## src/inc/rxf_consts.svh

```systemverilog
// Constants of the receive framer control register bank.
// Included by the package users; holds definitions only.
`ifndef RXF_CONSTS_SVH
`define RXF_CONSTS_SVH
`define RXF_AW 14
`define RXF_PORT_MSB 13
`define RXF_PORT_LSB 11
`define RXF_IDX_MSB 10
`define RXF_IDX_LSB 2
`define RXF_IDX_HCTL 9'h010
`define RXF_IDX_SUPP 9'h011
`define RXF_IDX_MSEL 9'h012
`define RXF_IDX_SIGC 9'h013
`define RXF_IDX_T1C2 9'h014
`define RXF_IDX_MON 9'h018
`define RXF_PORT_STRIDE 12'h200
`define RXF_RST_VAL 8'h00
`define RXF_MSEL_MASK 8'h1f
`define RXF_SIGC_MASK 8'h17
`define RXF_T1C2_MASK 8'h1f
`define RXF_HC_CRC 7
`define RXF_HC_RST 6
`define RXF_HC_MAP 5
`define RXF_SC_FSA1 4
`define RXF_SC_FF 2
`define RXF_SC_FE 1
`define RXF_SC_IE 0
`define RXF_T1_SLC 4
`define RXF_T1_OOF2 3
`define RXF_T1_OOF1 2
`define RXF_T1_REMOTE_ALARM_INTEGRATE_EN 1
`define RXF_T1_D4RM 0
`define RXF_FDL_MASK 8'h01
`define RXF_RESP_OKAY 2'b00
`define RXF_RESP_DECERR 2'b11
`define RXF_SIG_STABLE_MF 2'd3
`define RXF_OOF_ERRS 3'd2
`define RXF_OOF_WIN4 3'd4
`define RXF_OOF_WIN5 3'd5
`define RXF_OOF_WIN6 3'd6
`define RXF_RAI_WIN 5'd16
`define RXF_RAI_SET_CNT 5'd16
`define RXF_RAI_CLR_CNT 5'd14
`define RXF_CLK_HZ 50000000
`define RXF_RAI_INTEG_MS 200
`define RXF_RAI_TW 24
`endif

```

## src/inc/rxf_pkg.sv

```systemverilog
// Types of the receive framer control register bank.
// Bus state machines for the register slave.
package rxf_pkg;
	typedef enum logic {RXF_W_IDLE = 1'b0, RXF_W_RESP = 1'b1} rxf_wr_e;
	typedef enum logic {RXF_R_IDLE = 1'b0, RXF_R_RESP = 1'b1} rxf_rd_e;
endpackage

```

## src/hw/rxf_hist.sv

```systemverilog
// Sliding history of single-bit events with a count of ones.
// Assumes the caller strobes one sample per event on shift_en.
`timescale 1ns/1ns
module rxf_hist #(
	parameter int DEPTH = 6
) (
	input wire logic aclk,
	input wire logic aresetn,
	input wire logic shift_en,
	input wire logic bit_in,
	input wire logic [$clog2(DEPTH+1)-1:0] win_len,
	output logic [$clog2(DEPTH+1)-1:0] ones
);
	logic [DEPTH-1:0] hist;

	if (DEPTH < 2) begin : g_chk
		$error("rxf_hist: DEPTH below 2");
	end

	always_ff @(posedge aclk) begin
		if (!aresetn) begin
			hist <= '0;
		end else if (shift_en) begin
			hist <= {hist[DEPTH-2:0], bit_in};
		end
	end

	// Only the newest win_len samples count
	always_comb begin
		ones = '0;
		for (int i = 0; i < DEPTH; i++) begin
			if ((i < int'(win_len)) && hist[i]) begin
				ones = ones + 1'b1;
			end
		end
	end
endmodule

```

## src/hw/rxf_regs.sv

```systemverilog
// Receive framer control registers for up to eight ports, AXI4-Lite slave,
// plus the per-port control logic they steer.
// Assumes line-side strobes are synchronous to aclk and one cycle wide.
// What this block does
// - CRC display bit enables CRC into FIFO
// - HDLC reset bit resets controller, flushes FIFO
// - Device self-clears HDLC reset within two frames
// - Map select: timeslot, or FACILITY_DATA_LINK/Sa bits
// - Five-bit field picks HDLC channel, 0 = 1
// - New channel select applies only after reset
// - Suppress bits drop matching channel bits
// - Monitor select copies chosen channel to readback
// - T1 force ones on flagged channels
// - E1 resync after two errored alignment signals
// - Alternate criteria: also resync on zero TS16
// - Force freeze freezes signaling, overrides enable
// - Freeze enable allows freezing; zero freezes only on force freeze
// - Integration: report after three stable multiframes
// - Control bit enables SLC-96 synchronizer
// - Out-of-frame select: 2/4, 2/5, 2/6
// - RAI: set 16 of 16, clear 14 or fewer
// - RAI integration (ESF only): over 200 ms set and clear
// - Each port own copy, stride 0x800 bytes (0x200 words)
// - D4 alarm select: bit 2 zeros or S-bit
`timescale 1ns/1ns
`include "rxf_consts.svh"
module rxf_regs
	import rxf_pkg::*;
#(
	parameter int NPORT = 8,
	parameter int unsigned RAI_INTEG_CYC = `RXF_RAI_INTEG_MS * (`RXF_CLK_HZ / 1000)
) (
	input wire logic aclk,
	input wire logic aresetn,
	input wire logic [`RXF_AW-1:0] awaddr,
	input wire logic awvalid,
	output logic awready,
	input wire logic [31:0] wdata,
	input wire logic [3:0] wstrb,
	input wire logic wvalid,
	output logic wready,
	output logic [1:0] bresp,
	output logic bvalid,
	input wire logic bready,
	input wire logic [`RXF_AW-1:0] araddr,
	input wire logic arvalid,
	output logic arready,
	output logic [31:0] rdata,
	output logic [1:0] rresp,
	output logic rvalid,
	input wire logic rready,
	input wire logic [NPORT-1:0] e1_mode,
	input wire logic [NPORT-1:0] esf_mode,
	input wire logic [NPORT-1:0] frame_pulse,
	input wire logic [NPORT-1:0] ts_strobe,
	input wire logic [NPORT-1:0][4:0] ts_num,
	input wire logic [NPORT-1:0][7:0] ts_data,
	input wire logic [NPORT-1:0] fdl_bit_valid,
	input wire logic [NPORT-1:0] fdl_bit,
	input wire logic [NPORT-1:0] fdl_word_valid,
	input wire logic [NPORT-1:0] fdl_word_00ff,
	input wire logic [NPORT-1:0] mf_pulse,
	input wire logic [NPORT-1:0] sig_changed,
	input wire logic [NPORT-1:0] freeze_req,
	input wire logic [NPORT-1:0] sig_ones_channel_mask,
	input wire logic [NPORT-1:0] mfas_err,
	input wire logic [NPORT-1:0] mfas_ok,
	input wire logic [NPORT-1:0] ts16_zero,
	input wire logic [NPORT-1:0] fbit_valid,
	input wire logic [NPORT-1:0] fbit_err,
	output logic [NPORT-1:0] crc_display_en,
	output logic [NPORT-1:0] hdlc_ctrl_reset,
	output logic [NPORT-1:0] hdlc_strobe,
	output logic [NPORT-1:0][7:0] hdlc_data,
	output logic [NPORT-1:0][7:0] hdlc_mask,
	output logic [NPORT-1:0] sig_force_ones,
	output logic [NPORT-1:0] sig_freeze,
	output logic [NPORT-1:0] sig_report,
	output logic [NPORT-1:0] cas_resync,
	output logic [NPORT-1:0] cas_align_need_one,
	output logic [NPORT-1:0] loop_carrier_sync_en,
	output logic [NPORT-1:0] loss_of_frame,
	output logic [NPORT-1:0] remote_alarm,
	output logic [NPORT-1:0] superframe_alarm_select
);
	rxf_wr_e wr_state;
	rxf_rd_e rd_state;
	logic aw_got;
	logic w_got;
	logic [`RXF_AW-1:0] w_addr;
	logic [7:0] w_byte;
	logic w_lane;
	logic wr_fire;
	logic [2:0] w_port;
	logic [8:0] w_idx;
	logic w_ok;
	logic [2:0] r_port;
	logic [8:0] r_idx;
	logic [7:0] r_byte;
	logic r_ok;
	logic [7:0] hctl [NPORT];
	logic [7:0] supp [NPORT];
	logic [7:0] msel [NPORT];
	logic [7:0] sigc [NPORT];
	logic [7:0] t1c2 [NPORT];
	logic [7:0] mon_data [NPORT];
	logic [4:0] active_ts [NPORT];
	logic [NPORT-1:0] rst_done;

	if (NPORT < 1 || NPORT > 8) begin : g_chk_port
		$error("rxf_regs: NPORT must be 1 to 8");
	end
	if (RAI_INTEG_CYC < 1 || RAI_INTEG_CYC >= (1 << `RXF_RAI_TW)) begin : g_chk_rai
		$error("rxf_regs: RAI_INTEG_CYC out of range");
	end

	assign w_port = w_addr[`RXF_PORT_MSB:`RXF_PORT_LSB];
	assign w_idx = w_addr[`RXF_IDX_MSB:`RXF_IDX_LSB];
	assign wr_fire = (wr_state == RXF_W_IDLE) && aw_got && w_got;

	// Port field in the upper address bits gives each port its own copy
	always_comb begin
		w_ok = 1'b0;
		if (w_addr[1:0] == 2'b00 && int'(w_port) < NPORT) begin
			case (w_idx)
				`RXF_IDX_HCTL, `RXF_IDX_SUPP, `RXF_IDX_MSEL,
				`RXF_IDX_SIGC, `RXF_IDX_T1C2: w_ok = 1'b1;
				default: w_ok = 1'b0;
			endcase
		end
	end

	// Address and data are taken in either order; the response follows both
	always_ff @(posedge aclk) begin
		if (!aresetn) begin
			wr_state <= RXF_W_IDLE;
			aw_got <= 1'b0;
			w_got <= 1'b0;
			awready <= 1'b0;
			wready <= 1'b0;
			bvalid <= 1'b0;
			bresp <= `RXF_RESP_OKAY;
			w_addr <= '0;
			w_byte <= `RXF_RST_VAL;
			w_lane <= 1'b0;
		end else begin
			case (wr_state)
				RXF_W_IDLE: begin
					if (awvalid && awready) begin
						aw_got <= 1'b1;
						w_addr <= awaddr;
					end
					if (wvalid && wready) begin
						w_got <= 1'b1;
						w_byte <= wdata[7:0];
						w_lane <= wstrb[0];
					end
					awready <= !(aw_got || (awvalid && awready));
					wready <= !(w_got || (wvalid && wready));
					if (aw_got && w_got) begin
						wr_state <= RXF_W_RESP;
						aw_got <= 1'b0;
						w_got <= 1'b0;
						awready <= 1'b0;
						wready <= 1'b0;
						bvalid <= 1'b1;
						bresp <= w_ok ? `RXF_RESP_OKAY : `RXF_RESP_DECERR;
					end
				end
				RXF_W_RESP: begin
					if (bready) begin
						wr_state <= RXF_W_IDLE;
						bvalid <= 1'b0;
						awready <= 1'b1;
						wready <= 1'b1;
					end
				end
				default: wr_state <= RXF_W_IDLE;
			endcase
		end
	end

	assign r_port = araddr[`RXF_PORT_MSB:`RXF_PORT_LSB];
	assign r_idx = araddr[`RXF_IDX_MSB:`RXF_IDX_LSB];

	always_comb begin
		r_byte = `RXF_RST_VAL;
		r_ok = 1'b0;
		if (araddr[1:0] == 2'b00 && int'(r_port) < NPORT) begin
			r_ok = 1'b1;
			case (r_idx)
				`RXF_IDX_HCTL: r_byte = hctl[r_port];
				`RXF_IDX_SUPP: r_byte = supp[r_port];
				`RXF_IDX_MSEL: r_byte = msel[r_port];
				`RXF_IDX_SIGC: r_byte = sigc[r_port];
				`RXF_IDX_T1C2: r_byte = t1c2[r_port];
				`RXF_IDX_MON: r_byte = mon_data[r_port];
				default: r_ok = 1'b0;
			endcase
		end
	end

	always_ff @(posedge aclk) begin
		if (!aresetn) begin
			rd_state <= RXF_R_IDLE;
			arready <= 1'b0;
			rvalid <= 1'b0;
			rdata <= '0;
			rresp <= `RXF_RESP_OKAY;
		end else begin
			case (rd_state)
				RXF_R_IDLE: begin
					arready <= 1'b1;
					if (arvalid && arready) begin
						rd_state <= RXF_R_RESP;
						arready <= 1'b0;
						rvalid <= 1'b1;
						rdata <= {24'h000000, r_byte};
						rresp <= r_ok ? `RXF_RESP_OKAY : `RXF_RESP_DECERR;
					end
				end
				RXF_R_RESP: begin
					if (rready) begin
						rd_state <= RXF_R_IDLE;
						rvalid <= 1'b0;
						arready <= 1'b1;
					end
				end
				default: rd_state <= RXF_R_IDLE;
			endcase
		end
	end

	for (genvar p = 0; p < NPORT; p++) begin : g_port
		logic wr_me;
		logic [2:0] oof_win;
		logic [2:0] oof_ones;
		logic [4:0] rai_ones;
		logic rai_raw;
		logic cas_err_seen;
		logic sig_pend;
		logic [1:0] sig_cnt;
		logic [`RXF_RAI_TW-1:0] rai_tmr;

		// A refused write answers DECERR and must leave every register untouched
		assign wr_me = wr_fire && w_ok && w_lane && (w_port == 3'(p));
		// Done only at a frame boundary seen after the reset was driven out
		assign rst_done[p] = hctl[p][`RXF_HC_RST] && hdlc_ctrl_reset[p] && frame_pulse[p];

		always_ff @(posedge aclk) begin
			if (!aresetn) begin
				hctl[p] <= `RXF_RST_VAL;
				supp[p] <= `RXF_RST_VAL;
				msel[p] <= `RXF_RST_VAL;
				sigc[p] <= `RXF_RST_VAL;
				t1c2[p] <= `RXF_RST_VAL;
			end else begin
				if (wr_me && w_idx == `RXF_IDX_HCTL) begin
					// A zero never cancels a pending reset; a one keeps it pending, or starts a new one at the boundary that ends it
					hctl[p] <= {w_byte[7],
						(hctl[p][`RXF_HC_RST] && !rst_done[p]) || w_byte[`RXF_HC_RST],
						w_byte[5:0]};
				end else if (rst_done[p]) begin
					hctl[p][`RXF_HC_RST] <= 1'b0;
				end
				if (wr_me && w_idx == `RXF_IDX_SUPP) begin
					supp[p] <= w_byte;
				end
				if (wr_me && w_idx == `RXF_IDX_MSEL) begin
					msel[p] <= w_byte & `RXF_MSEL_MASK;
				end
				if (wr_me && w_idx == `RXF_IDX_SIGC) begin
					sigc[p] <= w_byte & `RXF_SIGC_MASK;
				end
				if (wr_me && w_idx == `RXF_IDX_T1C2) begin
					t1c2[p] <= w_byte & `RXF_T1C2_MASK;
				end
			end
		end

		// HDLC reset engine and channel latch
		always_ff @(posedge aclk) begin
			if (!aresetn) begin
				hdlc_ctrl_reset[p] <= 1'b0;
				active_ts[p] <= 5'h00;
				crc_display_en[p] <= 1'b0;
			end else begin
				hdlc_ctrl_reset[p] <= hctl[p][`RXF_HC_RST] && !rst_done[p];
				if (rst_done[p]) begin
					active_ts[p] <= hctl[p][4:0];
				end
				crc_display_en[p] <= hctl[p][`RXF_HC_CRC];
			end
		end

		// Feed to the HDLC receiver; held off while it is being reset
		always_ff @(posedge aclk) begin
			if (!aresetn) begin
				hdlc_strobe[p] <= 1'b0;
				hdlc_data[p] <= 8'h00;
				hdlc_mask[p] <= 8'h00;
			end else begin
				hdlc_strobe[p] <= 1'b0;
				if (hctl[p][`RXF_HC_RST]) begin
					hdlc_strobe[p] <= 1'b0;
				end else if (hctl[p][`RXF_HC_MAP]) begin
					if (fdl_bit_valid[p]) begin
						hdlc_strobe[p] <= 1'b1;
						hdlc_data[p] <= {7'h00, fdl_bit[p]};
						hdlc_mask[p] <= `RXF_FDL_MASK;
					end
				end else if (ts_strobe[p] && ts_num[p] == active_ts[p]) begin
					hdlc_strobe[p] <= 1'b1;
					hdlc_data[p] <= ts_data[p];
					hdlc_mask[p] <= ~supp[p];
				end
			end
		end

		always_ff @(posedge aclk) begin
			if (!aresetn) begin
				mon_data[p] <= 8'h00;
			end else if (ts_strobe[p] && ts_num[p] == msel[p][4:0]) begin
				mon_data[p] <= ts_data[p];
			end
		end

		// Signaling: force ones, freeze and change reporting
		always_ff @(posedge aclk) begin
			if (!aresetn) begin
				sig_force_ones[p] <= 1'b0;
				sig_freeze[p] <= 1'b0;
				sig_report[p] <= 1'b0;
				sig_pend <= 1'b0;
				sig_cnt <= 2'd0;
			end else begin
				sig_force_ones[p] <= !e1_mode[p] && sigc[p][`RXF_SC_FSA1]
					&& sig_ones_channel_mask[p];
				sig_freeze[p] <= sigc[p][`RXF_SC_FF]
					|| (sigc[p][`RXF_SC_FE] && freeze_req[p]);
				sig_report[p] <= 1'b0;
				if (mf_pulse[p]) begin
					if (sig_changed[p]) begin
						if (sigc[p][`RXF_SC_IE]) begin
							sig_pend <= 1'b1;
							sig_cnt <= 2'd0;
						end else begin
							sig_report[p] <= 1'b1;
							sig_pend <= 1'b0;
						end
					end else if (sig_pend) begin
						sig_cnt <= sig_cnt + 2'd1;
						if (sig_cnt + 2'd1 == `RXF_SIG_STABLE_MF) begin
							sig_report[p] <= 1'b1;
							sig_pend <= 1'b0;
						end
					end
				end
			end
		end

		// E1 CAS multiframe resync criteria
		always_ff @(posedge aclk) begin
			if (!aresetn) begin
				cas_resync[p] <= 1'b0;
				cas_err_seen <= 1'b0;
				cas_align_need_one[p] <= 1'b0;
			end else begin
				cas_resync[p] <= 1'b0;
				cas_align_need_one[p] <= e1_mode[p] && sigc[p][`RXF_SC_FSA1];
				if (e1_mode[p] && mfas_err[p]) begin
					cas_err_seen <= !cas_err_seen;
					if (cas_err_seen) begin
						cas_resync[p] <= 1'b1;
					end
				end else if (mfas_ok[p]) begin
					cas_err_seen <= 1'b0;
				end
				if (e1_mode[p] && sigc[p][`RXF_SC_FSA1] && ts16_zero[p]) begin
					cas_resync[p] <= 1'b1;
				end
			end
		end

		always_comb begin
			case (t1c2[p][`RXF_T1_OOF2:`RXF_T1_OOF1])
				2'b00: oof_win = `RXF_OOF_WIN4;
				2'b01: oof_win = `RXF_OOF_WIN5;
				default: oof_win = `RXF_OOF_WIN6;
			endcase
		end

		rxf_hist #(.DEPTH(6)) u_oof (
			.aclk(aclk),
			.aresetn(aresetn),
			.shift_en(fbit_valid[p]),
			.bit_in(fbit_err[p]),
			.win_len(oof_win),
			.ones(oof_ones)
		);

		rxf_hist #(.DEPTH(16)) u_rai (
			.aclk(aclk),
			.aresetn(aresetn),
			.shift_en(fdl_word_valid[p]),
			.bit_in(fdl_word_00ff[p]),
			.win_len(`RXF_RAI_WIN),
			.ones(rai_ones)
		);

		// RAI: raw hysteresis, then optional persistence filter in ESF
		always_ff @(posedge aclk) begin
			if (!aresetn) begin
				rai_raw <= 1'b0;
				rai_tmr <= '0;
				remote_alarm[p] <= 1'b0;
				loss_of_frame[p] <= 1'b0;
				loop_carrier_sync_en[p] <= 1'b0;
				superframe_alarm_select[p] <= 1'b0;
			end else begin
				loss_of_frame[p] <= oof_ones >= `RXF_OOF_ERRS;
				loop_carrier_sync_en[p] <= t1c2[p][`RXF_T1_SLC];
				superframe_alarm_select[p] <= t1c2[p][`RXF_T1_D4RM];
				if (rai_ones == `RXF_RAI_SET_CNT) begin
					rai_raw <= 1'b1;
				end else if (rai_ones <= `RXF_RAI_CLR_CNT) begin
					rai_raw <= 1'b0;
				end
				if (t1c2[p][`RXF_T1_REMOTE_ALARM_INTEGRATE_EN] && esf_mode[p]) begin
					if (rai_raw == remote_alarm[p]) begin
						rai_tmr <= '0;
					end else if (rai_tmr == `RXF_RAI_TW'(RAI_INTEG_CYC)) begin
						remote_alarm[p] <= rai_raw;
						rai_tmr <= '0;
					end else begin
						rai_tmr <= rai_tmr + 1'b1;
					end
				end else begin
					remote_alarm[p] <= rai_raw;
					rai_tmr <= '0;
				end
			end
		end
	end
endmodule

```

## config.mk

```make
export PLATFORM = sky130hd
export DESIGN_NAME = rxf_regs
export DESIGN_NICKNAME = d
export VERILOG_FILES = /design/src/inc/rxf_pkg.sv /design/src/hw/rxf_hist.sv /design/src/hw/rxf_regs.sv
export VERILOG_INCLUDE_DIRS = /design/src /design/src/inc
export SDC_FILE = /design/constraint.sdc
export NUM_CORES = 2
export LEC_CHECK = 0
export ABC_AREA = 0
export BUFFER_PORTS_ARGS = -buffer_cell sky130_fd_sc_hd__buf_2
export CAP_MARGIN = 20
export CORE_MARGIN = 5
export CORE_UTILIZATION = 40
export CTS_BUF_LIST = sky130_fd_sc_hd__clkbuf_8
export DETAILED_ROUTE_END_ITERATION = 8
export PLACE_DENSITY = 0.61
export SLEW_MARGIN = 0
export SYNTH_ARGS = -nofsm -noshare
export SYNTH_HDL_FRONTEND = slang
export SYNTH_SLANG_ARGS = --single-unit
```

## constraint.sdc

```tcl
create_clock -name aclk -period 16.4 [get_ports aclk]
set_clock_uncertainty 0.2 [all_clocks]
set_input_delay 0.82 -clock aclk [delete_from_list [all_inputs] [get_ports aclk]]
set_output_delay 0.82 -clock aclk [all_outputs]
set_load 0.01 [all_outputs]
```

# [Yosys cells after proc, flatten, opt, wreduce, memory -nomap -nowiden]
# Memory sizes are Yosys's and may differ from the RTL's.
# Cells that the tools add are included.
[word_totals] wordCells=1691 out_inout_bits=265 mem_count=7 register_bits=676 inputBits=311 mem_bits_rw=344
[op_classes] eq_ne=110 n_addsub=176 reduce_logical=347 bitwise_logic=91 muxes=713 magnitude_cmp=64
[memory_table] name="hctl" depth=8 word_bits=8 read_ports=9 rd_clocked_by_memory_dff=0 write_ports=8 line_no="rxf_regs.sv:101" source="logic [7:0] hctl [NPORT];"
[memory_table] name="mon_data" depth=8 word_bits=8 read_ports=1 rd_clocked_by_memory_dff=0 write_ports=8 line_no="rxf_regs.sv:106" source="logic [7:0] mon_data [NPORT];"
[memory_table] name="supp" depth=8 word_bits=8 read_ports=9 rd_clocked_by_memory_dff=0 write_ports=8 line_no="rxf_regs.sv:102" source="logic [7:0] supp [NPORT];"
[memory_table] name="active_ts" depth=8 word_bits=5 read_ports=8 rd_clocked_by_memory_dff=0 write_ports=8 line_no="rxf_regs.sv:107" source="logic [4:0] active_ts [NPORT];"
[memory_table] name="msel" depth=8 word_bits=5 read_ports=9 rd_clocked_by_memory_dff=0 write_ports=8 line_no="rxf_regs.sv:103" source="logic [7:0] msel [NPORT];"
[memory_table] name="t1c2" depth=8 word_bits=5 read_ports=9 rd_clocked_by_memory_dff=0 write_ports=8 line_no="rxf_regs.sv:105" source="logic [7:0] t1c2 [NPORT];"
[memory_table] name="+1 memories"
[op_table] cell="two-way mux 5 bit" count=144
[op_table] cell="two-way mux 8 bit" count=73
[op_table] cell="adder 5 x 1 -> 5 bit (second input constant)" count=112
[op_table] cell="two-way mux 1 bit" count=406
[op_table] cell="logical AND 1 bit" count=200
[op_table] cell="adder 24 x 1 -> 24 bit (second input constant)" count=8
[op_table] cell="equality test 24 bit (second input constant)" count=8
[op_table] cell="two-way mux 3 bit" count=40
[op_table] cell="equality test 9 x 5 -> 1 bit (second input constant)" count=11
[op_table] cell="adder 3 x 1 -> 3 bit (second input constant)" count=32
[op_table] cell="equality test 5 bit" count=16
[op_table] cell="nonzero test 2 bit" count=34
[op_table] cell="NOT 8 bit" count=8
[op_table] cell="OR 1 bit" count=64
[op_table] cell="two-way mux 2 bit" count=26
[op_table] cell="< comparator 1 x 3 -> 1 bit (first input constant)" count=16
[op_table] cell="< comparator 2 x 3 -> 1 bit (first input constant)" count=16
[op_table] cell="< comparator 3 bit (first input constant)" count=16
[op_table] cell="case mux 8 bit (6 select lines)" count=1
[op_table] cell="AND reduction 2 bit" count=24
[op_table] cell="AND reduction 3 bit" count=16
[op_table] cell="equality test 5 bit (second input constant)" count=8
[op_table] cell="less-or-equal comparator 5 x 4 -> 1 bit (second input constant)" count=8
[op_table] cell="inequality test 2 bit (second input constant)" count=19
[op_table] cell="other kinds (22)" count=195

# [Longest topological paths before layout]
[logic_depth] depth_word=34 ltp_mapped=53

# [Cells and area by module]
# A second synthesis with hierarchy kept.
[unflattened] cells_unflattened=6622 area_unflattened_um2=62613.8
[modules_own_cells] mod="rxf_regs" cells_each=3350 seq_area_each_um2=20299.5 instances=1 area_per_inst_um2=36178.4
[modules_own_cells] mod="rxf_hist (g_port[0].u_rai ...)" cells_each=333 seq_area_each_um2=320.3 instances=8 area_per_inst_um2=2691.3
[modules_own_cells] mod="rxf_hist (g_port[0].u_oof ...)" cells_each=76 seq_area_each_um2=120.1 instances=8 area_per_inst_um2=613.1

# [Least setup slack after synthesis]
# Ideal clock, no wire load.
[synth_path] path_type="register -> register" startpoint="register g_port[3].u_rai.hist[0]" endpoint="register g_port[3].rai_raw" n_path_buf=1 slack_ns=7.027 stages_incl_launch_ff=50 t_arrival_ns=9.057 synth_period_minus_slack_ns=9.373 path_cell_list="dfxtp_1 -> inv_1 -> ha_1 -> buf_2 -> xor2_1 -> ha_1 -> mux2_2 -> ha_1 -> nand2_1 -> o21ai_0 -> or2_2 -> ha_1 -> nand2b_1 -> o31a_1 -> ha_1 -> nand2_1 -> nand2_1 -> ha_1 -> (+14 left out) -> inv_1 -> a21oi_1 -> nor2b_1 -> ha_1 -> nand2_1 -> o21ai_0 -> ha_1 -> mux2_2 -> ha_1 -> nand2_1 -> xnor2_1 -> xnor2_1 -> nand3b_1 -> or4_1 -> nand3_1 -> xnor2_1 -> o21ai_0 -> a31o_2"
[synth_via] elab_chain_len=33
[synth_rtl] item="start: declaration" line_no="rxf_hist.sv:14" source="logic [DEPTH-1:0] hist;"
[synth_rtl] item="start signal: assignment" line_no="rxf_hist.sv:24" source="hist <= {hist[DEPTH-2:0], bit_in};"
[synth_rtl] item="two-way mux 1 bit (*)" line_no="rxf_hist.sv:32" source="if ((i < int'(win_len)) && hist[i]) begin"
[synth_rtl] item="adder 1 x 1 -> 2 bit" line_no="rxf_hist.sv:33" source="ones = ones + 1'b1;"
[synth_rtl] item="two-way mux 5 bit (*)" line_no="rxf_hist.sv:32"
[synth_rtl] item="adder 5 x 1 -> 5 bit" line_no="rxf_hist.sv:33"
[synth_rtl] item="two-way mux 5 bit (*)" line_no="rxf_hist.sv:32"
[synth_rtl] item="adder 5 x 1 -> 5 bit" line_no="rxf_hist.sv:33"
[synth_rtl] item="two-way mux 5 bit (*)" line_no="rxf_hist.sv:32"
[synth_rtl] item="adder 5 x 1 -> 5 bit" line_no="rxf_hist.sv:33"
[synth_rtl] item="(+17 left out)"
[synth_rtl] item="adder 5 x 1 -> 5 bit" line_no="rxf_hist.sv:33"
[synth_rtl] item="two-way mux 5 bit (*)" line_no="rxf_hist.sv:32"
[synth_rtl] item="adder 5 x 1 -> 5 bit" line_no="rxf_hist.sv:33"
[synth_rtl] item="two-way mux 5 bit (*)" line_no="rxf_hist.sv:32"
[synth_rtl] item="adder 5 x 1 -> 5 bit" line_no="rxf_hist.sv:33"
[synth_rtl] item="two-way mux 5 bit (*)" line_no="rxf_hist.sv:32"
[synth_rtl] item="less-or-equal comparator 5 x 4 -> 1 bit (no source line) / equality test 5 bit (equally long branches)"
[synth_rtl] item="nonzero test 2 bit (no source line) / two-way mux 1 bit (equally long branches)"
[synth_rtl] item="end signal: assignment" line_no="rxf_regs.sv:414" source="rai_raw <= 1'b0;"
[synth_rtl] item="end signal: assignment" line_no="rxf_regs.sv:425" source="rai_raw <= 1'b1;"
[synth_rtl] item="end signal: assignment" line_no="rxf_regs.sv:427" source="rai_raw <= 1'b0;"
[synth_rtl] item="end: declaration" line_no="rxf_regs.sv:239" source="logic rai_raw;"
# Every way passes the cells marked *; elsewhere a longest branch is shown, timed or not.
# A chain may end at the register's enable or synchronous reset.

# [Worst setup path in the final report]
[layout_path] startpoint="register g_port[3].u_rai.hist[1]" endpoint="register g_port[3].rai_raw"
[layout_via] elab_chain_len=31
[layout_rtl] item="two-way mux 5 bit (*)" line_no="rxf_hist.sv:32"
[layout_rtl] item="adder 5 x 1 -> 5 bit" line_no="rxf_hist.sv:33"
[layout_rtl] item="two-way mux 5 bit (*)" line_no="rxf_hist.sv:32"
[layout_rtl] item="adder 5 x 1 -> 5 bit" line_no="rxf_hist.sv:33"
[layout_rtl] item="two-way mux 5 bit (*)" line_no="rxf_hist.sv:32"
[layout_rtl] item="adder 5 x 1 -> 5 bit" line_no="rxf_hist.sv:33"
[layout_rtl] item="two-way mux 5 bit (*)" line_no="rxf_hist.sv:32"
[layout_rtl] item="adder 5 x 1 -> 5 bit" line_no="rxf_hist.sv:33"
[layout_rtl] item="(+15 left out)"
[layout_rtl] item="adder 5 x 1 -> 5 bit" line_no="rxf_hist.sv:33"
[layout_rtl] item="two-way mux 5 bit (*)" line_no="rxf_hist.sv:32"
[layout_rtl] item="adder 5 x 1 -> 5 bit" line_no="rxf_hist.sv:33"
[layout_rtl] item="two-way mux 5 bit (*)" line_no="rxf_hist.sv:32"
[layout_rtl] item="adder 5 x 1 -> 5 bit" line_no="rxf_hist.sv:33"
[layout_rtl] item="two-way mux 5 bit (*)" line_no="rxf_hist.sv:32"
[layout_rtl] item="less-or-equal comparator 5 x 4 -> 1 bit (no source line) / equality test 5 bit (equally long branches)"
[layout_rtl] item="nonzero test 2 bit (no source line) / two-way mux 1 bit (equally long branches)"
# Marked as above.

==> flow_summary.yaml <==
run_status:
  status: "complete, no violations"
setup_path:
  path_max_fanout: 7
  end_kind: "flop"
  path_class: "flop to flop"
  start_kind: "flop"
  cp.required_ps: 17010
  cp_slowest_cell: "or4_1"
  crit_arrival_ps: 10790
  crit_path_frequent_cell: "ha_1"
  critPathMaxStageDelay_ps: 530
drt:
  vias: 44890
  drtPass1Iterations: 6
  drtIter0Drc: 3062
  route.antenna.remaining_nets: 0
  drc: 0
  wl_per_cell_um: 19.79
  drt_wl_total_um: 168700
  viasPerCell: 5.267
power_and_ir_drop:
  max-vdd-ir-drop_v: 0.00007029
  power_density_mw_per_mm2: 86.51
  p_leak_uw: 0.02698
synthesis:
  synth-seq-area-share_pct: 42.89
  synth_top_area_share_pct: 24.29
  synth-simple-area-share_pct: 19.94
  synth_cell_types: 92
  synth_fa_ha_area_share_pct: 4.145
  synth_area_sq_mm: 0.05554
  syn_avg_cell_area_sq_um: 9.528
  synth.most_common_cell: "nor2_1"
  synth.area.top_cells: "dfxtp_1, edfxtp_1, nor2_1"
  synth-edff-count: 344
  synth-compound-area-share_pct: 8.676
  synth-main-ff-cell: "dfxtp_1"
  synth_top_family_by_area: "simple AND/OR/NAND/NOR gates"
  synth_cells: 5829
  async_reset_ff_share_pct: 0
  synth_common_cells: "nor2_1, dfxtp_1, nand2_1, edfxtp_1, xor2_1"
  synth_mux_area_share_pct: 8.721
  yosys.area_share.xor_xnor_pct: 12.06
  synth_largest_area_cell: "dfxtp_1"
  ys_seq_elements: 1018
  ys.warnings.count: 0
sta:
  fin_crit_sh_pct: 62.10
  min_period_ps: 10180
  hold_ws_ps: 102.5
  worst_slew_pin_slew_ps: 1072
  drv_slew: 0
  fmax_mhz: 98.19
  max-slew-margin-rel_pct: 27.75
  hold_viol: 0
  rsz0062_at_grt: "no"
  setup_violations: 0
  finalSetupTns_ps: 0
global_routing:
  antenna_found_initial: 54
  grt_use_total_pct: 22.26
  grt_max_degree: 129
  overflow: 0
  grt_pass1_wl_um: 252900
  grt_pass1_vias: 43390
cts:
  worstSkewPairLatency_ps: 930
  htree_levels: 4
  cts_root_buffer: "clkbuf_8"
  cts_inserted_buffers: 183
  cts_tree: "done"
  cts_buffer_depth: 3
  clk_pin_slew_ps: 60
  numClockSinks: 1018
floorplanning:
  dieHeight_um: 382.6
  core-area_sq_mm: 0.1377
  die_area_sq_mm: 0.1464
  ios: 576
  dieWidth_um: 382.6
  num_rows: 136
  initial_utilization_pct: 40.34
place:
  dpl.hpwl_um: 126000
  port_buffers: 524
  dp_cells: 7908
  gp_congestion: 0.8668
job:
  cap_violations: 0
cells_and_area:
  final_util_pct: 47.76
  nNetsFinal: 7019
  syn_to_final_growth_pct: 18.38
  layout-drive-gt1-share_pct: 14.98
  layoutNonFillerInstCount: 8523
hold_path:
  worst_hold_path_type: "primary input to flop"
-- cells in the final DEF (no fill, tap or decap), types with 18 or more instances in the layout --
master / n
nor2_1: 893
dfxtp_1: 674
buf_2: 525
nand2_1: 501
edfxtp_1: 344
xor2_1: 299
xnor2_1: 286
mux2i_1: 278
and2_1: 273
inv_1: 253
a21oi_1: 238
clkbuf_8: 220
dlygate4sd3_1: 220
nand3_1: 198
ha_1: 184
o21ai_0: 168
mux4_2: 77
and3_1: 76
nand4_1: 67
nor3_1: 61
diode_2: 47
a22oi_1: 41
buf_4: 40
nand2b_1: 38
xnor3_1: 36
nor2b_1: 35
o22ai_1: 34
nor4_1: 34
or3_1: 31
a22o_1: 31
o31ai_1: 30
mux2_2: 29
conb_1: 24
or2_2: 23
nand3b_1: 21
a31oi_1: 20
nor4b_1: 19
o211ai_1: 18
-- worst max-delay path, delay by kind of cell, from the launching register on --
family / cells / cell delay (ps)
adder cells (fa/ha/maj): 13 / 3690
AND/OR/NAND/NOR: 15 / 2210
AO/OA/AOI/OAI: 11 / 1870
multiplexers: 3 / 850
XOR/XNOR: 4 / 780
flip-flops: 1 / 380
buffers and inverters: 2 / 90
-- cells by family after synthesis --
| logic type | Yosys count |
|---|---|
| fa+ha+maj | 184 |
| xor+xnor | 657 |
| mux | 384 |
| simple gates | 2341 |
| buf+inv | 489 |
| other cells | 1 |
| flops | 1018 |
| compound gates | 755 |
-- per-layer routing --
layer	share of wire (%)	global-route usage [%]	vias up
met5	0.044	0	-
met4	3.1	7.475	12
met3	8.8	6.230	336
met2	46	36.47	1313
met1	42	28.38	21450
li1	-	-	21790
-- cell type report --
| cell class | count | area [sq um] |
|---|---|---|
| fill | 12800 | 71910 |
| multi-input combinational | 4345 | 29840 |
| sequential | 1018 | 23820 |
| timing repair buffer | 789 | 5167 |
| clock buffer | 220 | 3028 |
| tap | 1794 | 2245 |
| clock inverter | 123 | 820.8 |
| inverter | 187 | 710.7 |
| antenna | 47 | 117.6 |
-- report_power, final --
group,total [uW],switching [uW],leakage [uW],internal (uW)
Clock,2480,1140,0.00222,1340
Combinational,490,280,0.0158,210
Sequential,2720,53.0,0.00901,2670
-- metrics by stage --
stage,total power [uW],setup WS (ps),cell area [sq um]
after global placement,3207,6307,59540
final,5688,6216,65750
after global routing,5925,5339,65670
after floorplan,3034,7027,55630
after detailed placement,3218,6214,59550
after CTS,5753,6204,65600
-- registers in the layout, indices dropped and copies added, names as in the netlist, 14 cells and up --
| register | cells |
|---|---|
| w_addr | 14 |
| g_port.rai_tmr | 192 |
| msel | 40 |
| g_port.u_oof.hist | 48 |
| hdlc_data | 64 |
| hdlc_mask | 64 |
| supp | 64 |
| sigc | 32 |
| mon_data | 64 |
| hctl | 64 |
| active_ts | 40 |
| t1c2 | 40 |
| g_port.u_rai.hist | 128 |
| g_port.sig_cnt | 16 |
-- final timing paths --
check                                  startpoint                             end  slack [ps]  cells past startpoint
max          g_port[3].u_rai.hist[1]$_SDFFE_PN0P_  g_port[3].rai_raw$_SDFFE_PN0P_        6220                     48
min                                       aresetn    crc_display_en[7]$_SDFF_PN0_         100                      2
max reg2reg  g_port[3].u_rai.hist[1]$_SDFFE_PN0P_  g_port[3].rai_raw$_SDFFE_PN0P_        6220                     48
min reg2reg                w_addr[8]$_SDFFE_PN0P_          w_addr[8]$_SDFFE_PN0P_         250                      2
-- what timing repair did --
item | CTS | global route
resized for setup | 0 | 0
setup buffers | 0 | 0
hold endpoints to repair | 252 | 0
hold buffers | 220 | 0
(Power assumes the default switching activity.)
